**src/rtl/ursf_pkg.sv**
```systemverilog
package ursf_pkg;
	// ************************************************************
	// Register map (byte addresses)
	// ************************************************************
	localparam logic [3:0] ADDR_STATUS_CONTROL = 4'h0;
	localparam logic [3:0] ADDR_RX_DATA        = 4'h4;
	localparam logic [3:0] ADDR_CONFIG         = 4'h8;
	localparam logic [3:0] ADDR_IRQ_STATUS     = 4'hC;
	localparam logic [3:0] ADDR_IRQ_MASK       = 4'h0; // unused alias guard
	localparam logic [3:0] ADDR_IRQ_MASK_REG   = 4'h0;

	// ************************************************************
	// Status/control field positions
	// ************************************************************
	localparam int BIT_ADDR_DETECT_EN = 5;
	localparam int BIT_RX_IDLE        = 4;
	localparam int BIT_PARITY_ERR     = 3;
	localparam int BIT_FRAMING_ERR    = 2;
	localparam int BIT_OVERRUN_ERR    = 1;
	localparam int BIT_DATA_AVAIL     = 0;

	// Config fields
	localparam int BIT_CFG_NINE_BIT   = 0;
	localparam int BIT_CFG_PAR_EN     = 1;
	localparam int BIT_CFG_PAR_ODD    = 2;
	localparam int CFG_DIV_LSB        = 16;
	localparam int CFG_DIV_W          = 16;

	// Interrupt status/mask bits
	localparam int IRQ_RX_CHAR        = 0;
	localparam int IRQ_OVERRUN        = 1;
	localparam int IRQ_FRAME_ERR      = 2;
	localparam int IRQ_PARITY_ERR     = 3;
	localparam int IRQ_W              = 4;

	// ************************************************************
	// Reset values and timing
	// ************************************************************
	localparam logic [15:0] RESET_BAUD_DIV = 16'h006C;
	localparam int          OVERSAMPLE     = 16;
	localparam int          FIFO_DEPTH     = 4;

	typedef struct packed {
		logic       parityErr;
		logic       framingErr;
		logic [8:0] data;
	} ursf_rx_char_t;
endpackage : ursf_pkg

```
**src/rtl/ursf_rx_status.sv**
```systemverilog
// The register offsets and the Avalon-MM interface to the registers were decided locally.
`timescale 1ns/10ps
// Contract
// With address detect enabled in 9-bit mode only characters whose ninth bit is one are stored; outside 9-bit mode it has no effect.
// The read-only receiver idle flag is one while no character is being received, zero while receiving.
// The read-only parity error flag describes the character at the head of the receive FIFO.
// The read-only framing error flag tells whether the head character had an invalid stop bit.
// The overrun flag is set when a character arrives with the FIFO full and stays set until software clears it.
// Only software clears overrun, and clearing it empties the receive FIFO and the receive shift register.
// The read-only data-available flag is one while the receive FIFO holds at least one character.
// Parity and framing flags follow the FIFO head whenever it advances.
module ursf_rx_status #(
	parameter int DEPTH = ursf_pkg::FIFO_DEPTH
) (
	input  wire logic        ref_clk,
	input  wire logic        resetn,
	input  wire logic [3:0]  avs_address,
	input  wire logic        avs_read,
	input  wire logic        avs_write,
	input  wire logic [31:0] avs_writedata,
	input  wire logic [3:0]  avs_byteenable,
	output logic      [31:0] avs_readdata,
	output logic             avs_waitrequest,
	input  wire logic        rxPin,
	output logic             irq
);
	// ************************************************************
	// Reset and input synchronisers
	// ************************************************************
	logic rstSync1_q, rstN;
	always_ff @(posedge ref_clk or negedge resetn)
	begin
		if (!resetn) {rstN, rstSync1_q} <= 2'b00;
		else         {rstN, rstSync1_q} <= {rstSync1_q, 1'b1};
	end

	// Third flop only remembers the synced level for start-edge detection
	logic rxSync1_q, rxSync2_q, rxPrev_q;
	always_ff @(posedge ref_clk or negedge rstN)
	begin
		if (!rstN) {rxPrev_q, rxSync2_q, rxSync1_q} <= 3'b111;
		else       {rxPrev_q, rxSync2_q, rxSync1_q} <= {rxSync2_q, rxSync1_q, rxPin};
	end

	// ************************************************************
	// Registers and bus decode
	// ************************************************************
	localparam int PW = $clog2(DEPTH);
	logic                  addrDetEn_q, nineBit_q, parEn_q, parOdd_q, overrun_q;
	logic [15:0]           baudDiv_q;
	logic [ursf_pkg::IRQ_W-1:0] irqStat_q, irqMask_q, irqEvt;
	logic                  rdPending_q;
	ursf_pkg::ursf_rx_char_t fifo_q [DEPTH];
	logic [PW:0]           wrPtr_q, rdPtr_q;
	logic [PW:0]           count;
	logic                  fifoFull, fifoEmpty, push, pop, flush;
	ursf_pkg::ursf_rx_char_t headChar, newChar;

	wire selStat = avs_address == ursf_pkg::ADDR_STATUS_CONTROL;
	wire selData = avs_address == ursf_pkg::ADDR_RX_DATA;
	wire selCfg  = avs_address == ursf_pkg::ADDR_CONFIG;
	wire selIrqS = avs_address == ursf_pkg::ADDR_IRQ_STATUS;
	wire wrStat  = avs_write && selStat && avs_byteenable[0];
	wire wrCfg   = avs_write && selCfg;
	wire wrIrqS  = avs_write && selIrqS && avs_byteenable[0];
	// Mask lives in the irq status word's second byte (bits 11:8)
	wire wrMask  = avs_write && selIrqS && avs_byteenable[1];
	wire rdData  = avs_read && selData && !rdPending_q;

	// Reads take one wait cycle so readdata comes from a flop
	assign avs_waitrequest = avs_read && !rdPending_q;

	assign count     = wrPtr_q - rdPtr_q;
	assign fifoEmpty = count == '0;
	assign fifoFull  = count == (PW+1)'(DEPTH);
	assign headChar  = fifo_q[rdPtr_q[PW-1:0]];
	assign pop       = rdData && !fifoEmpty;
	// Clear on a 1->0 write of the overrun bit
	assign flush     = wrStat && overrun_q && !avs_writedata[ursf_pkg::BIT_OVERRUN_ERR];

	// ************************************************************
	// Receiver
	// ************************************************************
	typedef enum logic [1:0] {ST_IDLE, ST_START, ST_DATA, ST_STOP} ursf_rx_state_t;
	ursf_rx_state_t state_q;
	logic [15:0] divCnt_q;
	logic [3:0]  osCnt_q, bitIdx_q;
	logic [9:0]  shift_q;
	logic        tick, midBit, rxDone, parityBad, ninthOk, lastDataBit;
	logic [3:0]  nBits;

	assign tick    = divCnt_q == '0;
	assign midBit  = tick && osCnt_q == 4'(ursf_pkg::OVERSAMPLE/2 - 1);
	assign nBits   = 4'd8 + 4'(nineBit_q) + 4'(parEn_q);
	assign lastDataBit = bitIdx_q == nBits - 4'd1;
	assign rxDone  = state_q == ST_STOP && midBit;
	assign parityBad = parEn_q && ((^shift_q) ^ parOdd_q);
	assign newChar.data       = nineBit_q ? shift_q[8:0] : {1'b0, shift_q[7:0]};
	assign newChar.parityErr  = parityBad;
	assign newChar.framingErr = !rxSync2_q;
	assign ninthOk = !(addrDetEn_q && nineBit_q) || shift_q[8];
	assign push    = rxDone && ninthOk && !flush;

	always_ff @(posedge ref_clk or negedge rstN)
	begin
		if (!rstN)
		begin
			state_q  <= ST_IDLE;
			divCnt_q <= 16'h0000;
			osCnt_q  <= 4'h0;
			bitIdx_q <= 4'h0;
			shift_q  <= 10'h000;
		end
		else if (flush)
		begin
			state_q <= ST_IDLE;
			shift_q <= 10'h000;
		end
		else
		begin
			divCnt_q <= (state_q == ST_IDLE || tick) ? baudDiv_q : divCnt_q - 16'h0001;
			if (tick) osCnt_q <= osCnt_q + 4'h1;
			unique case (state_q)
				ST_IDLE:
				begin
					osCnt_q <= 4'h0;
					// Falling edge only, so a low stop bit or break is no new start
					if (rxPrev_q && !rxSync2_q) state_q <= ST_START;
				end
				ST_START:
					if (midBit)
					begin
						bitIdx_q <= 4'h0;
						// Stale upper bits would spoil parity and the ninth bit
						shift_q  <= 10'h000;
						state_q  <= rxSync2_q ? ST_IDLE : ST_DATA;
					end
				ST_DATA:
					if (midBit)
					begin
						shift_q[bitIdx_q] <= rxSync2_q;
						bitIdx_q <= bitIdx_q + 4'h1;
						if (lastDataBit) state_q <= ST_STOP;
					end
				ST_STOP:
					if (midBit) state_q <= ST_IDLE;
			endcase
		end
	end

	// ************************************************************
	// Receive FIFO
	// ************************************************************
	always_ff @(posedge ref_clk or negedge rstN)
	begin
		if (!rstN)
		begin
			wrPtr_q <= '0;
			rdPtr_q <= '0;
		end
		else if (flush)
		begin
			wrPtr_q <= '0;
			rdPtr_q <= '0;
		end
		else
		begin
			if (push && !fifoFull) wrPtr_q <= wrPtr_q + (PW+1)'(1);
			if (pop) rdPtr_q <= rdPtr_q + (PW+1)'(1);
		end
	end

	always_ff @(posedge ref_clk)
	begin
		if (push && !fifoFull) fifo_q[wrPtr_q[PW-1:0]] <= newChar;
	end

	// ************************************************************
	// Control, overrun and interrupts
	// ************************************************************
	// Overrun set wins over a clear in the same cycle
	always_ff @(posedge ref_clk or negedge rstN)
	begin
		if (!rstN)
		begin
			overrun_q   <= 1'b0;
			addrDetEn_q <= 1'b0;
			nineBit_q   <= 1'b0;
			parEn_q     <= 1'b0;
			parOdd_q    <= 1'b0;
			baudDiv_q   <= ursf_pkg::RESET_BAUD_DIV;
			irqStat_q   <= '0;
			irqMask_q   <= '0;
		end
		else
		begin
			if (rxDone && ninthOk && fifoFull) overrun_q <= 1'b1;
			else if (flush) overrun_q <= 1'b0;
			if (wrStat) addrDetEn_q <= avs_writedata[ursf_pkg::BIT_ADDR_DETECT_EN];
			if (wrCfg)
			begin
				nineBit_q <= avs_writedata[ursf_pkg::BIT_CFG_NINE_BIT];
				parEn_q   <= avs_writedata[ursf_pkg::BIT_CFG_PAR_EN];
				parOdd_q  <= avs_writedata[ursf_pkg::BIT_CFG_PAR_ODD];
				baudDiv_q <= avs_writedata[ursf_pkg::CFG_DIV_LSB +: ursf_pkg::CFG_DIV_W];
			end
			irqStat_q <= (irqStat_q & ~(wrIrqS ? avs_writedata[ursf_pkg::IRQ_W-1:0] : '0)) | irqEvt;
			if (wrMask) irqMask_q <= avs_writedata[8 +: ursf_pkg::IRQ_W];
		end
	end

	assign irqEvt[ursf_pkg::IRQ_RX_CHAR]    = push && !fifoFull;
	assign irqEvt[ursf_pkg::IRQ_OVERRUN]    = rxDone && ninthOk && fifoFull;
	assign irqEvt[ursf_pkg::IRQ_FRAME_ERR]  = push && newChar.framingErr;
	assign irqEvt[ursf_pkg::IRQ_PARITY_ERR] = push && newChar.parityErr;
	assign irq = |(irqStat_q & irqMask_q);

	// ************************************************************
	// Read data
	// ************************************************************
	logic [31:0] statusWord, readMux;
	always_comb
	begin
		statusWord = 32'h0000_0000;
		statusWord[ursf_pkg::BIT_ADDR_DETECT_EN] = addrDetEn_q;
		statusWord[ursf_pkg::BIT_RX_IDLE]     = state_q == ST_IDLE;
		statusWord[ursf_pkg::BIT_PARITY_ERR]  = !fifoEmpty && headChar.parityErr;
		statusWord[ursf_pkg::BIT_FRAMING_ERR] = !fifoEmpty && headChar.framingErr;
		statusWord[ursf_pkg::BIT_OVERRUN_ERR] = overrun_q;
		statusWord[ursf_pkg::BIT_DATA_AVAIL]  = !fifoEmpty;
	end

	assign readMux = selStat ? statusWord
		: selData ? {23'h0, fifoEmpty ? 9'h000 : headChar.data}
		: selCfg  ? {baudDiv_q, 13'h0000, parOdd_q, parEn_q, nineBit_q}
		: selIrqS ? {20'h0_0000, irqMask_q, 4'h0, irqStat_q}
		: 32'h0000_0000;

	always_ff @(posedge ref_clk or negedge rstN)
	begin
		if (!rstN)
		begin
			rdPending_q  <= 1'b0;
			avs_readdata <= 32'h0000_0000;
		end
		else
		begin
			rdPending_q <= avs_read && !rdPending_q;
			if (avs_read && !rdPending_q) avs_readdata <= readMux;
		end
	end

endmodule : ursf_rx_status

```
**config.mk**
```make
export PLATFORM = sky130hd
export DESIGN_NAME = ursf_rx_status
export DESIGN_NICKNAME = d
export VERILOG_FILES = /design/src/rtl/ursf_pkg.sv /design/src/rtl/ursf_rx_status.sv
export SDC_FILE = /design/constraint.sdc
export NUM_CORES = 1
export LEC_CHECK = 0
export ABC_AREA = 1
export ABC_CLOCK_PERIOD_IN_PS = 9400
export BUFFER_PORTS_ARGS = -buffer_cell sky130_fd_sc_hd__buf_2
export CAP_MARGIN = 20
export CORE_MARGIN = 3
export CORE_UTILIZATION = 35
export CTS_CLUSTER_SIZE = 30
export DETAILED_ROUTE_END_ITERATION = 10
export PLACE_DENSITY = 0.49
export SETUP_SLACK_MARGIN = 0.5
export SYNTH_ARGS = -nofsm -noshare
export SYNTH_HDL_FRONTEND = slang
export SYNTH_SLANG_ARGS = --single-unit
```
**constraint.sdc**
```tcl
create_clock -name ref_clk -period 9.4 [get_ports ref_clk]
set_input_delay 0.47 -clock ref_clk [delete_from_list [all_inputs] [get_ports ref_clk]]
set_output_delay 0.47 -clock ref_clk [all_outputs]
set_load 0.01 [all_outputs]
```
Word-level counts from Yosys, hierarchy flattened
Memory sizes are Yosys's and may differ from the RTL's.
Index checks and enable logic that the tools add are counted.

word-level totals
  bits in writable memories = 44
  memories = 1
  output and inout port bits = 34
  register bits = 109
  word-level logic and storage cells = 143

memory list
  memory  depth  bits a word  rd ports  clocked after Yosys merged registers in  write ports  line                  RTL
  fifo_q  4      11           1         0                                        1            ursf_rx_status.sv:53  ursf_pkg::ursf_rx_char_t fifo_q [DEPTH];

operators by class
  reduce and logical (&&, ||, !) cells = 51
  mux-type cells = 36
  bitwise logic cells = 6
  $lt $le $gt $ge = 2
  $add $sub $neg = 9
  equality and inequality tests = 16

operators by type and width
  operator                                                              number
  32-bit two-way mux                                                    3
  10-bit two-way mux                                                    3
  1-bit logical AND                                                     26
  4-bit two-way mux                                                     5
  10-bit case mux with 2 select lines                                   1
  9-bit two-way mux                                                     2
  16-bit zero test                                                      1
  16-bit two-way mux                                                    1
  16-bit by 1-bit subtractor with 16-bit output, second input constant  1
  2-bit two-way mux                                                     7
  12-bit two-way mux                                                    1
  3-bit two-way mux                                                     4
  3-bit != test, second input constant                                  4
  10-bit bitwise mux                                                    1
  2-bit nonzero test                                                    5
  10-bit XOR reduction                                                  1
  4-bit by 1-bit adder with 4-bit output, second input constant         2
  4-bit AND                                                             2
  4-bit by 3-bit == test with 1-bit output, second input constant       2
  4-bit == test, second input constant                                  2
  2-bit case mux with 4 select lines                                    1
  4-bit case mux with 2 select lines                                    1
  1-bit zero test                                                       7
  3-bit by 1-bit adder with 3-bit output, second input constant         2
  28 further kinds                                                      35

Logic depth before layout (Yosys ltp)
Gate-level depths: netlist (run 1).

  word-level depth = 10
  mapped depth = 13
  mapped depth without buffers = 12

Worst setup path after synthesis (run 1)
OpenSTA, ideal clock, no wires.

  path type = register to register
  start point = register rdPtr_q[1]
  end point = memory fifo_q[0][0] (netlist bit), enable pin
  buffers on the path = 1
  cell stages (with the launch flop) = 11
  arrival time = 2,087 ps
  library setup time = 378 ps
  setup slack = 6,935 ps
  cell sequence = dfrtp_1 > inv_1 > clkbuf_1 > ha_1 > inv_1 > o21bai_1 > nand2_1 > nand2_1 > nand3_1 > nand2_2 > nor2_1

on the way
  cells in the longest elaborated chain, start to end = 6

ends and longest elaborated chain
  what                                     line                   RTL
  start, declared                          ursf_rx_status.sv:54   logic [PW:0] wrPtr_q, rdPtr_q;
  start signal, assigned                   ursf_rx_status.sv:169  if (pop) rdPtr_q <= rdPtr_q + (PW+1)'(1);
  3-bit subtractor                         ursf_rx_status.sv:73   assign count = wrPtr_q - rdPtr_q;
  3-bit == test                            ursf_rx_status.sv:75   assign fifoFull = count == (PW+1)'(DEPTH);
  1-bit zero test                          ursf_rx_status.sv:175  if (push && !fifoFull) fifo_q[wrPtr_q[PW-1:0]] <= newChar;
  1-bit logical AND                        ursf_rx_status.sv:175
  1-bit two-way mux                        ursf_rx_status.sv:175
  1-bit two-way mux (implied by the code)  ursf_rx_status.sv:175
  end, declared                            ursf_rx_status.sv:53

Every way passes these cells.

Final worst setup path (run 1)
  start point = register rdPtr_q[1]
  end point = memory fifo_q[3][5] (netlist bit), enable pin

Same word-level chain as after synthesis.

==> results list, run 1 <==
- The analysis attributes to cell leakage a power of 4.042 nW.
- HPWL after detailed placement: 12.84 mm
- In this run the tool buffered the top-level ports with 65 buffer cells.
- At the end of the flow, the number of nets in the layout was 950.
* Area of the die: 23180 um^2
- In this run the cell area of the synthesized design comes to 7485 um^2.
- Global-route wire length before repair: 29.66 mm
- Power spread over the standard cell area amounts to 231.8 nW/um^2.
- Number of standard-cell rows in the floorplan: 52
- Worst-Skew Late Latency: 0.42 ns
* Number of global-route vias before repair: 5502
- Cts bufs inserted: 17
- Filler cell count in the final layout: 2020
* Clock-pin slew reported for the worst setup and hold paths after clock tree synthesis: 0.06 ns
- Library cell with the highest instance count after synthesis: sky130_fd_sc_hd__nand2_1
* Final max-slew violation count: 0
* Worst R2R Path Depth: 11
- Dividing the detail-routed via count by the number of cells gives 4.796.
* Utilization after layout: 42.39%
- After detailed routing, the number of remaining DRC violations is 0.
* Most frequent cells after synthesis: 195 x sky130_fd_sc_hd__nand2_1, 98 x sky130_fd_sc_hd__dfrtp_1, 75 x sky130_fd_sc_hd__nor2_1
* Number of enable flip-flop cells after synthesis: 44
* Final setup fails: 0
- Summing the sequential cell areas from Yosys gives 52.88% of the chip area.
- TritonCTS clock tree: done
* Unrepaired setup endpoints after global routing: false
* Crit path kind: reg2reg
* Die X: 152.2 um
- Primary flip-flop cell chosen by synthesis mapping: sky130_fd_sc_hd__dfrtp_1
- WL per Instance: 15.45 um
- Total global routing track utilization: 15.89%
- Relative max-transition margin: 36.18%
- In this run the number of H-tree levels came out at 4.
- In this run the standard cell core region covers 20620 um^2.
* Run status: finished clean
- For the pin with the worst max-slew slack, the measured transition is 0.9572 ns.
* Gp weighted congestion: 0.7871
- Maximum buffer depth of the clock tree: 2
- Of the cells placed in the final design, the portion with a size suffix greater than 1 is 18.14%.
- Worst setup SP type: register
- Remaining antenna violation count after routing: 0
* Total grt overflow: 0
- The worst register-to-register path has a setup slack of 6.21 ns.
* Number of antenna violations at the first check in global routing: 0
- The tool flagged a number of max-cap violations equal to 0.
- Buffers inserted to repair hold after CTS numbered 1.
* Leading area contributor after synthesis: sky130_fd_sc_hd__dfrtp_1
- Yosys reg bits: 149
- Detailed routing inserted a total of 5631 vias.
- STA classifies the critical path endpoint as a register.
- The first TritonRoute pass finished after 5 iterations.
- Summed over its instances, the top area cell type makes up 32.76% of the synthesized netlist area.
- Number of warnings reported in the yosys synthesis log: 0
* Maximum fanout along the worst path: 14
* Number of distinct standard cells referenced by the synthesized netlist: 46
- Final worst path period need: 3.188 ns
- Critical R2R Launch: rdPtr_q[1]
* Fraction of registers with async set or reset after synthesis: 70.47%
- Final Hold Vio Count: 0
- Relative to the synthesized area, the layout overhead comes to 16.80%.
- For the final database, setup skew stands at 0.01164 ns.
* Launching element of the worst setup path: rdPtr_q[1]
- Initial cell density of the core: 36.29%
* Area contributors post-synth: sky130_fd_sc_hd__dfrtp_1 33%, sky130_fd_sc_hd__edfxtp_1 18%, sky130_fd_sc_hd__nand2_1 9.8%
- Summing all placed instances gives a cell area of 7998 um^2.
- Pin count of the biggest net entering global routing: 75
- Pin placement for this block handled 79 I/O pins.
- Hold-critical path depth: 1
* Share of the cycle needed by the critical path after routing: 33.92%
- Post-CTS setup-driven buffer insertion count: 0
* Worst Hold Class: in2reg
- The number of antenna diodes in the final layout is 0.
* Source of the worst hold timing path: rxPin
* Average cell area after synthesis: 9.050 um^2
- The number of gates resized after CTS was 0.
- Number of design-rule violations left by the first detailed-router iteration: 327
- Synthesis produced a netlist whose cell count is 827.
* Setup TNS: 0 ns
* Count of clock tree sinks: 149
* Top achievable clock speed: 313.6 MHz
- The root buffer cell chosen for the clock tree is sky130_fd_sc_hd__clkbuf_16.
- STA puts the critical path data arrival time at 3.31 ns.
- Height of the die: 152.2 um
- Worst VDD drop: 0.1074 mV
* Critical path data required time: 9.52 ns
* Post-layout instance area: 8742 um^2
- Sum of routed wire length over all layers: 18.13 mm
-- stage by stage --
step	std cells	hold WS [ns]	power [mW]	setup WS [ns]
finish	1174	0.1449	2.026	6.212
global placement	1136	0.2564	1.263	5.945
global route	1174	0.1261	2.158	5.992
floorplan	830	0.1744	1.155	6.271
CTS	1169	0.1259	2.052	5.947
detailed placement	1136	0.2564	1.264	5.960
-- state kept, by name, indices dropped and copies added (netlist names), 4 cells and up --
name / cells
avs_readdata: 28
baudDiv_q: 16
bitIdx_q: 4
divCnt_q: 16
fifo_q: 44
irqMask_q: 4
irqStat_q: 4
osCnt_q: 4
shift_q: 10
-- cells in the final DEF (no fill, tap or decap), types with 4 or more instances in the layout --
cell,count
sky130_fd_sc_hd__bufinv_16,6
sky130_fd_sc_hd__buf_2,65
sky130_fd_sc_hd__nor2_4,5
sky130_fd_sc_hd__o21ai_0,62
sky130_fd_sc_hd__nor2_2,5
sky130_fd_sc_hd__nor2_1,74
sky130_fd_sc_hd__nand2_2,4
sky130_fd_sc_hd__nor3_1,15
sky130_fd_sc_hd__a21oi_1,28
sky130_fd_sc_hd__nand3_1,65
sky130_fd_sc_hd__nand4_1,14
sky130_fd_sc_hd__inv_2,6
sky130_fd_sc_hd__o22ai_1,9
sky130_fd_sc_hd__buf_4,7
sky130_fd_sc_hd__o31ai_1,7
sky130_fd_sc_hd__inv_1,63
sky130_fd_sc_hd__dfstp_2,7
sky130_fd_sc_hd__dfrtp_1,97
sky130_fd_sc_hd__edfxtp_1,44
sky130_fd_sc_hd__ha_1,14
sky130_fd_sc_hd__nand2_4,5
sky130_fd_sc_hd__o211ai_1,4
sky130_fd_sc_hd__clkbuf_16,17
sky130_fd_sc_hd__conb_1,5
sky130_fd_sc_hd__mux2_2,11
sky130_fd_sc_hd__o21ai_1,7
sky130_fd_sc_hd__nand2_1,195
sky130_fd_sc_hd__xor2_1,17
sky130_fd_sc_hd__nand3_2,5
sky130_fd_sc_hd__xnor2_1,7
-- critical path: stages, from the launching register on --
cell	delay, ns
sky130_fd_sc_hd__dfrtp_1	0.64
sky130_fd_sc_hd__inv_1	0.35
sky130_fd_sc_hd__ha_1	0.46
sky130_fd_sc_hd__inv_1	0.07
sky130_fd_sc_hd__nor2_1	0.08
sky130_fd_sc_hd__nor2_1	0.04
sky130_fd_sc_hd__nand2_1	0.12
sky130_fd_sc_hd__nand2_1	0.07
sky130_fd_sc_hd__nand3_1	0.20
sky130_fd_sc_hd__nand2_2	0.12
sky130_fd_sc_hd__nor2_1	0.48
sky130_fd_sc_hd__buf_4	0.27
-- worst paths after layout --
check	to
setup reg to reg	fifo_q[3][5]
setup / recovery	fifo_q[3][5]
hold reg to reg	osCnt_q[0]
hold / removal	rxSync1_q
max in group asynchronous	irqMask_q[0]
min in group asynchronous	osCnt_q[0]
-- routing by layer --
metal	part of all wire, %	GRT usage, %	wire length (um)
met3	3.1	3.295	556
met4	0.69	3.767	125
met1	53	24.16	9551
met2	44	23.24	7900
met5	0	0	0
-- cell families after synthesis --
family | Yosys count | synth area share [%]
buffers and inverters | 103 | 6.135
other | 2 | 0.1003
flip-flops | 149 | 52.88
AO/OA/AOI/OAI | 126 | 9.512
multiplexers | 12 | 1.856
XOR/XNOR | 24 | 2.808
adder cells (fa/ha/maj) | 14 | 2.340
AND/OR/NAND/NOR | 397 | 24.37
-- report_power, final --
group,internal (mW),leakage [nW],switching [mW]
Sequential,0.750,1.74,0.0787
Clock,0.501,0.322,0.275
Combinational,0.148,1.98,0.274
-- area by class of cell --
class / count / area, um^2 / area share (%)
clock buffer: 17 / 425.4 / 4.866
multi-input combinational: 578 / 3082 / 35.25
sequential: 149 / 3961 / 45.31
clock inverter: 15 / 251.5 / 2.877
tap: 270 / 337.8 / 3.864
inverter: 71 / 269.0 / 3.077
timing repair buffer: 74 / 415.4 / 4.752
No activity file was read; power rests on OpenSTA's default activity.
==> inputs of run 2 (changes only) <==
--- a/config.mk
+++ b/config.mk
@@ -6,14 +6,14 @@
 export NUM_CORES = 1
 export LEC_CHECK = 0
 export ABC_AREA = 1
-export ABC_CLOCK_PERIOD_IN_PS = 9400
+export ABC_CLOCK_PERIOD_IN_PS = 2670
 export BUFFER_PORTS_ARGS = -buffer_cell sky130_fd_sc_hd__buf_2
 export CAP_MARGIN = 20
 export CORE_MARGIN = 3
 export CORE_UTILIZATION = 35
 export CTS_CLUSTER_SIZE = 30
 export DETAILED_ROUTE_END_ITERATION = 10
-export PLACE_DENSITY = 0.49
+export PLACE_DENSITY = 0.51
 export SETUP_SLACK_MARGIN = 0.5
 export SYNTH_ARGS = -nofsm -noshare
 export SYNTH_HDL_FRONTEND = slang
==> constraint.sdc (replaced) <==
create_clock -name ref_clk -period 2.67 [get_ports ref_clk]
set_input_delay 0.1335 -clock ref_clk [delete_from_list [all_inputs] [get_ports ref_clk]]
set_output_delay 0.1335 -clock ref_clk [all_outputs]
set_load 0.01 [all_outputs]
==> run 2 against run 1 <==
Effect of this change:
- wire length up 2.5%
- register-to-register slack worse by 5.6 ns
- critical path depth down 1
- sequential cell count unchanged
- first-iteration DRC count up 35%
- critical path type unchanged
- largest power group unchanged
- highest routed layer unchanged
==> results list, run 2 (synthesis results as in run 1) <==
- Leaving out fill and tap cells, the most frequent cells in the layout are 195 x sky130_fd_sc_hd__nand2_1, 97 x sky130_fd_sc_hd__dfrtp_1, 71 x sky130_fd_sc_hd__nor2_1.
* Critical R2R Launch: wrPtr_q[1]
* Share of the cycle needed by the critical path after routing: 76.25% (+42 points)
- The count of port buffers added during placement was 65 (unchanged).
- The data arrival at the endpoint of the critical path is 2.18 ns (-1.13 ns).
- Static Leak: 4.167 nW (+3.1%)
- Run status: finished clean
- The insertion delay to the later sink of the worst-skew pair was 0.42 ns (about the same).
- The area growth from synthesis to layout is 21.06%.
- Die X: 152.2 um (unchanged)
- The library cell used most frequently in the layout, excluding fill and tap cells, is sky130_fd_sc_hd__nand2_1.
- The global router's overall resource usage was 16.48% (+0.60 points).
* Remaining antenna violation count after routing: 0 (unchanged)
- Total DRC errors in the routed layout: 0 (unchanged)
* Max FFs per register: 44 (unchanged)
- The cell area power density came to 762.9 nW/um^2 (+230%).
- The maximum clock frequency was 491.2 MHz (+57%).
- The number of hold violations in the final report is 0 (unchanged).
- Number of vias in the routed layout: 5861 (+4.1%)
- Launching element of the worst setup path: wrPtr_q[1]
- The number of fillers in the final layout is 2007 (-0.64%).
* Global-route wire length before repair: 30.94 mm (+4.3%)
- WL per Instance: 15.38 um (-0.42%)
* Count of clock tree sinks: 149 (unchanged)
* Buffer cell driving the clock tree root: sky130_fd_sc_hd__clkbuf_16
- The floorplan row count is 52 (unchanged).
- Proportion of layout cells with a drive suffix above 1: 19.49% (+1.3 points)
* Number of global-route vias before repair: 5875 (+6.8%)
* Height of the die: 152.2 um (unchanged)
- Setup repair after global routing left no endpoint under its margin.
- Worst-Margin Slew: 0.6201 ns (-0.3371 ns)
* Router iterations before antenna repair: 4 (-1)
* Number of placed cells counting well taps: 1148 (+1.1%)
- For this design, the slowest cell found on the critical path is sky130_fd_sc_hd__dfrtp_1.
- The sequential standard cell area came to 3961 um^2 (unchanged).
* Via-per-instance ratio: 4.848 (+1.1%)
- The number of slew-limit violations in the final report was 0 (unchanged).
- The core box area is 20620 um^2 (unchanged).
- The final routed wirelength across all metal layers was 18.60 mm (+2.5%).
- The net count reported at finish is 985 (+3.7%).
- The critical path goes through ha_4 -> inv_1 -> nor2_1 -> nor2_1 -> nand2_1 -> nand2_1 -> nand3_2 -> nand2_4 -> nor2_4 -> clkbuf_4.
* Clock-pin slew reported for the worst setup and hold paths after clock tree synthesis: 0.06 ns (about the same)
- The worst hold path belongs to the class in2reg.
- The depth of the CTS H-tree came to 4 (unchanged).
- The final-report setup violation count came to 0 (unchanged).
* Source of the worst hold timing path: avs_writedata[1]
* Gp weighted congestion: 0.8138 (+3.4%)
- The final worst hold slack is 0.04725 ns (-0.09767 ns).
* Total grt overflow: 0 (unchanged)
- The floorplan die area was 23180 um^2 (unchanged).
- Setup TNS: 0 ns (unchanged)
* Final worst path period need: 2.036 ns (-1.153 ns)
- Worst VDD drop: 0.4199 mV (+290%)
* Relative max-transition margin: 58.61% (+22 points)
- Worst setup SP type: register
- Maximum fanout along the worst path: 6 (-8)
- Crit path kind: reg2reg
- Worst stage delay on the critical path: 0.45 ns (-0.19 ns)
- Maximum buffer depth of the clock tree: 2 (unchanged)
- Kind of capture point of the worst setup path: register
- Critical path data required time: 2.81 ns (-6.71 ns)
* Initial cell density of the core: 36.29% (unchanged)
- Cts bufs inserted: 17 (unchanged)
- The HPWL after detailed placement is 13.02 mm (+1.4%).
- The number of max-cap violations is 0 (unchanged).
- Inserted Diodes: 0 (unchanged)
* Number of antenna violations at the first check in global routing: 0 (unchanged)
* Non-Filler Instances: 1209 (+3.0%)
- I/O pin cnt: 79 (unchanged)
- Number of design-rule violations left by the first detailed-router iteration: 440 (+35%)
- The largest net degree at the start of global routing was 48 (-36%).
- The area of combinational cells with multiple inputs is 3153 um^2 (+2.3%).
- TritonCTS built the clock tree.
- Clock skew after layout: 0.007104 ns (-0.004534 ns)
==> run 2: cell count changes in the layout (fill, tap and decap cells not counted), sizes merged <==
cell / delta
clkbuf: +3
bufinv: -4
inv: +4
buf: +8
dlygate4sd3: +24
==> run 2: per-stage QoR <==
stage | area (um^2) | total power [mW] | setup WS (ns) | util [%]
4_1_cts | 8970 | 6.950 | 0.5226 | 43.49
6_report | 9061 | 6.912 | 0.6341 | 43.93
2_1_floorplan | 7497 | 4.066 | 0.2050 | -
5_1_grt | 9061 | 7.392 | 0.5086 | 43.93
3_3_place_gp | 8100 | 4.457 | 0.4604 | 39.27
3_5_place_dp | 8100 | 4.464 | 0.4463 | 39.27
==> run 2: area by class of cell <==
type	instances	share of cell area, %
multi-input combinational	578	34.80
tap	270	3.728
clock buffer	17	4.695
sequential	149	43.72
clock inverter	15	1.864
timing repair buffer	109	8.230
inverter	71	2.969
==> run 2: repair_timing <==
action | CTS | global route
endpoints found under the setup margin | 44 | 44
hold endpoints to repair | 25 | 0
pin swaps | 1 | 1
setup buffers | 1 | 0
hold buffers | 25 | 0
gates resized for setup | 5 | 16
cloned | 0 | 3
==> run 2: worst max-delay path, delay by kind of cell (launching register included) <==
kind                       cells  cell delay [ns]
buffers and inverters          2             0.26
and+or+nand+nor                7             0.72
adders and majority gates      1             0.32
DFF                            1             0.45
==> run 2: where the power goes <==
group	internal, mW	leakage (nW)	total, mW	switching [mW]
clock network	1.40	0.289	2.43	1.02
logic	0.573	2.14	1.57	0.995
registers	2.64	1.74	2.92	0.280
total	4.61	4.17	6.91	2.30
==> run 2: path summary, 6_finish.rpt <==
kind,end,slack (ns),cells after the start
setup / recovery,fifo_q[0][2],0.63,10
hold / removal,parEn_q,0.05,3
hold reg to reg,divCnt_q[15],0.31,0
setup reg to reg,fifo_q[0][2],0.63,10
max in group asynchronous,baudDiv_q[2],1.66,1
min in group asynchronous,divCnt_q[15],0.31,0
==> run 2: routing by layer <==
layer,GRT usage (%),part of all wire (%)
met5,0,0
met4,4.666,1.2
met3,2.982,4.3
met2,25.28,44
met1,24.03,50
==> inputs of run 3 (changes only) <==
--- a/config.mk
+++ b/config.mk
@@ -6,7 +6,7 @@
 export NUM_CORES = 1
 export LEC_CHECK = 0
 export ABC_AREA = 1
-export ABC_CLOCK_PERIOD_IN_PS = 2670
+export ABC_CLOCK_PERIOD_IN_PS = 1700
 export BUFFER_PORTS_ARGS = -buffer_cell sky130_fd_sc_hd__buf_2
 export CAP_MARGIN = 20
 export CORE_MARGIN = 3
==> constraint.sdc (replaced) <==
create_clock -name ref_clk -period 1.7 [get_ports ref_clk]
set_input_delay 0.085 -clock ref_clk [delete_from_list [all_inputs] [get_ports ref_clk]]
set_output_delay 0.085 -clock ref_clk [all_outputs]
set_load 0.01 [all_outputs]
==> run 3 against run 2 <==
Effect of this change:
- the run now ends with negative setup slack left
- maximum frequency grew 14%
- sequential power rose by 54%
- global-route usage up 1.5 points
- die area is the same
- critical endpoint is now fifo_q[0][8]
==> results list, run 3 (synthesis results as in run 1) <==
- By startpoint and endpoint, the worst setup path is classified as reg2reg.
- The number of antenna violations at the first check in global routing was 0 (unchanged).
- Proportion of layout cells with a drive suffix above 1: 41.29% (+22 points)
- The vertical die dimension is 152.2 um (unchanged).
- Inserted Diodes: 0 (unchanged)
- The end-of-flow core utilization is 53.38% (+9.4 points).
* Clock-pin slew reported for the worst setup and hold paths after clock tree synthesis: 0.06 ns (about the same)
- The buffers plus inverters on the worst setup path is 3 (+1).
* Area of the die: 23180 um^2 (unchanged)
* Arrival time at the worst endpoint: 1.91 ns (-0.27 ns)
- The hold path depth came to 3 (unchanged).
* Initial cell density of the core: 36.29% (unchanged)
* Area taken by multi-input logic gates: 3944 um^2 (+25%)
- The run finished, with violations left.
- The required arrival time at the worst endpoint is 1.83 ns (-0.98 ns).
* Number of vias in the routed layout: 6367 (+8.6%)
- Final setup fails: 59 (+59)
- The floorplan die width is 152.2 um (unchanged).
* Register-to-register setup slack: -0.08 ns (-0.72 ns)
- The global router's overall resource usage came to 17.97% (+1.5 points).
- The depth of the worst register-to-register path came to 11 (+1).
- Critical R2R Launch: rdPtr_q[1]
- The worst setup path is launched from a register.
* Violated checks: negative setup slack
* Worst-Skew Late Latency: 0.42 ns (about the same)
- From synthesis to final layout, the design area changed by 47.09%.
- The library cell used most frequently in the layout, excluding fill and tap cells, is sky130_fd_sc_hd__nand2_1.
- The static leakage power is 4.958 nW (+19%).
- The sequential standard cell area was 3971 um^2 (+0.25%).
* Kind of capture point of the worst setup path: register
- TritonCTS clock tree: done
- The count of unresolved DRC violations after routing is 0 (unchanged).
- I/O pin cnt: 79 (unchanged)
- Core region area: 20620 um^2 (unchanged)
* Share of the cycle needed by the critical path after routing: 104.8% (+29 points)
- WL per Instance: 15.66 um (+1.8%)
* Top achievable clock speed: 561.3 MHz (+14%)
- Via-per-instance ratio: 4.820 (-0.58%)
- H-Tree Depth: 4 (unchanged)
* Final max-slew violation count: 0 (unchanged)
* Buffer cell driving the clock tree root: sky130_fd_sc_hd__clkbuf_16
* Number of global-route vias before repair: 6332 (+7.8%)
- The number of nets with antenna violations after routing was 0 (unchanged).
- The flip-flop count of the largest register, all copies and words added was 44 (unchanged).
* Commonest cells after routing, fill and taps aside: 159 x sky130_fd_sc_hd__nand2_1, 91 x sky130_fd_sc_hd__buf_4, 89 x sky130_fd_sc_hd__dfrtp_1
* Pin count of the biggest net entering global routing: 54 (+13%)
- Total of max-cap violations: 0 (unchanged)
- Maximum fanout along the worst path: 11 (+5)
- The remaining global-route overflow came to 0 (unchanged).
- Unrepaired setup endpoints after global routing: true
- Clock skew after layout: 0.01066 ns (+0.003553 ns)
* Number of standard-cell rows in the floorplan: 52 (unchanged)
* Worst hold-check slack: 0.02021 ns (-0.02705 ns)
- Count of clock tree sinks: 149 (unchanged)
- The path with the worst hold slack has its endpoint at nineBit_q.
- Post-Place Worst Slack: -0.2815 ns (-0.7278 ns)
- HPWL after detailed placement: 14.25 mm (+9.5%)
* Post-route setup slack: -0.08156 ns (-0.7156 ns)
- Worst Hold Class: in2reg
- The number of hold violations in the final report was 0 (unchanged).
* Final worst path period need: 1.782 ns (-0.2544 ns)
* Power density over cell area: 1206 nW/um^2 (+58%)
- Traced cell by cell, the critical path runs through inv_2 -> ha_4 -> inv_2 -> nor2_1 -> nor2_1 -> nand2_1 -> nand2_2 -> nand3_4 -> nand2_4 -> nor2_4 -> buf_12.
* Filler cell count in the final layout: 1896 (-5.5%)
- Router iterations before antenna repair: 5 (+1)
- The placer congestion estimate is 0.7951 (-2.3%).
* Cts bufs inserted: 17 (unchanged)
- The wire length of the first global-routing pass is 33.66 mm (+8.8%).
- The total chip power is 13.28 mW (+92%).
- Broken down by cell family, the worst path's largest delay share belongs to simple AND/OR/NAND/NOR gates.
- Number of design-rule violations left by the first detailed-router iteration: 397 (-9.8%)
- Net count of the finished layout: 1097 (+11%)
- Worst stage delay on the critical path: 0.36 ns (-0.09 ns)
- Critical path's slowest cell: sky130_fd_sc_hd__dfrtp_1
- Maximum buffer depth of the clock tree: 2 (unchanged)
* Port Buffers: 65 (unchanged)
- Capturing point of the worst reg2reg path: fifo_q[0][8]
- Sum of routed wire length over all layers: 20.69 mm (+11%)
- Source of the worst hold timing path: avs_writedata[0]
- Worst VDD drop: 0.5897 mV (+40%)
## run 3: cell types whose count changed in the layout (fill, tap and decap cells not counted), moves of 24 or more
cell,previous run,this run
sky130_fd_sc_hd__buf_4,11,91
sky130_fd_sc_hd__o21ai_0,62,31
sky130_fd_sc_hd__nand2_1,195,159
sky130_fd_sc_hd__nand3_1,64,32
sky130_fd_sc_hd__nand2_2,3,27
sky130_fd_sc_hd__nand3_2,5,32
## run 3: through the flow
stage               cells  setup TNS (ns)  area, um^2
finish               1321          -3.662       11010
global route         1321          -12.12       11010
CTS                  1300          -3.461       10360
detailed placement   1211          -10.59        8899
global placement     1211          -9.123        8899
floorplan             830          -12.40        7760
## run 3: layer usage
layer | GRT usage, % | vias up | wire, um
li1 | - | 3192 | -
met1 | 26.71 | 3065 | 10360
met2 | 27.14 | 92 | 9485
met3 | 3.011 | 18 | 611
met4 | 5.094 | 0 | 231
met5 | 0 | - | 0
## run 3: layout make-up
type / instances / share of cell area [%]
clock inverter: 15 / 1.955
clock buffer: 17 / 3.864
tap: 270 / 3.069
multi-input combinational: 581 / 35.82
timing repair buffer: 218 / 16.45
inverter: 71 / 2.773
sequential: 149 / 36.07
## run 3: tightest hold or removal path, cell delays in order
cell,delay (ns)
sky130_fd_sc_hd__buf_2,0.08
sky130_fd_sc_hd__inv_1,0.08
sky130_fd_sc_hd__o21ai_0,0.16
## run 3: where the power goes
group          switching (mW)  internal, mW  total, mW
Sequential              0.348          4.15       4.49
Combinational            2.53          2.17       4.70
Clock                    1.59          2.50       4.09
Total                    4.46          8.82       13.3
## run 3: how the worst max path moves through the flow
stage | from | to | depth (start not counted)
final | rdPtr_q[1] | fifo_q[0][8] | 11
after floorplan | rdPtr_q[1] | fifo_q[0][0] | 11
after global routing | osCnt_q[0] | fifo_q[0][8] | 8
after global placement | divCnt_q[9] | fifo_q[0][7] | 7
after CTS | divCnt_q[1] | fifo_q[3][3] | 9
after detailed placement | divCnt_q[9] | fifo_q[0][5] | 7
## run 3: what timing repair did
item / in CTS / in global routing
hold endpoints to repair: 28 / 0
hold buffers: 28 / 0
pin swaps: 29 / 44
setup endpoints to repair: 113 / 127
gates resized for setup: 81 / 131
setup buffers: 25 / 21
cloned: 4 / 0
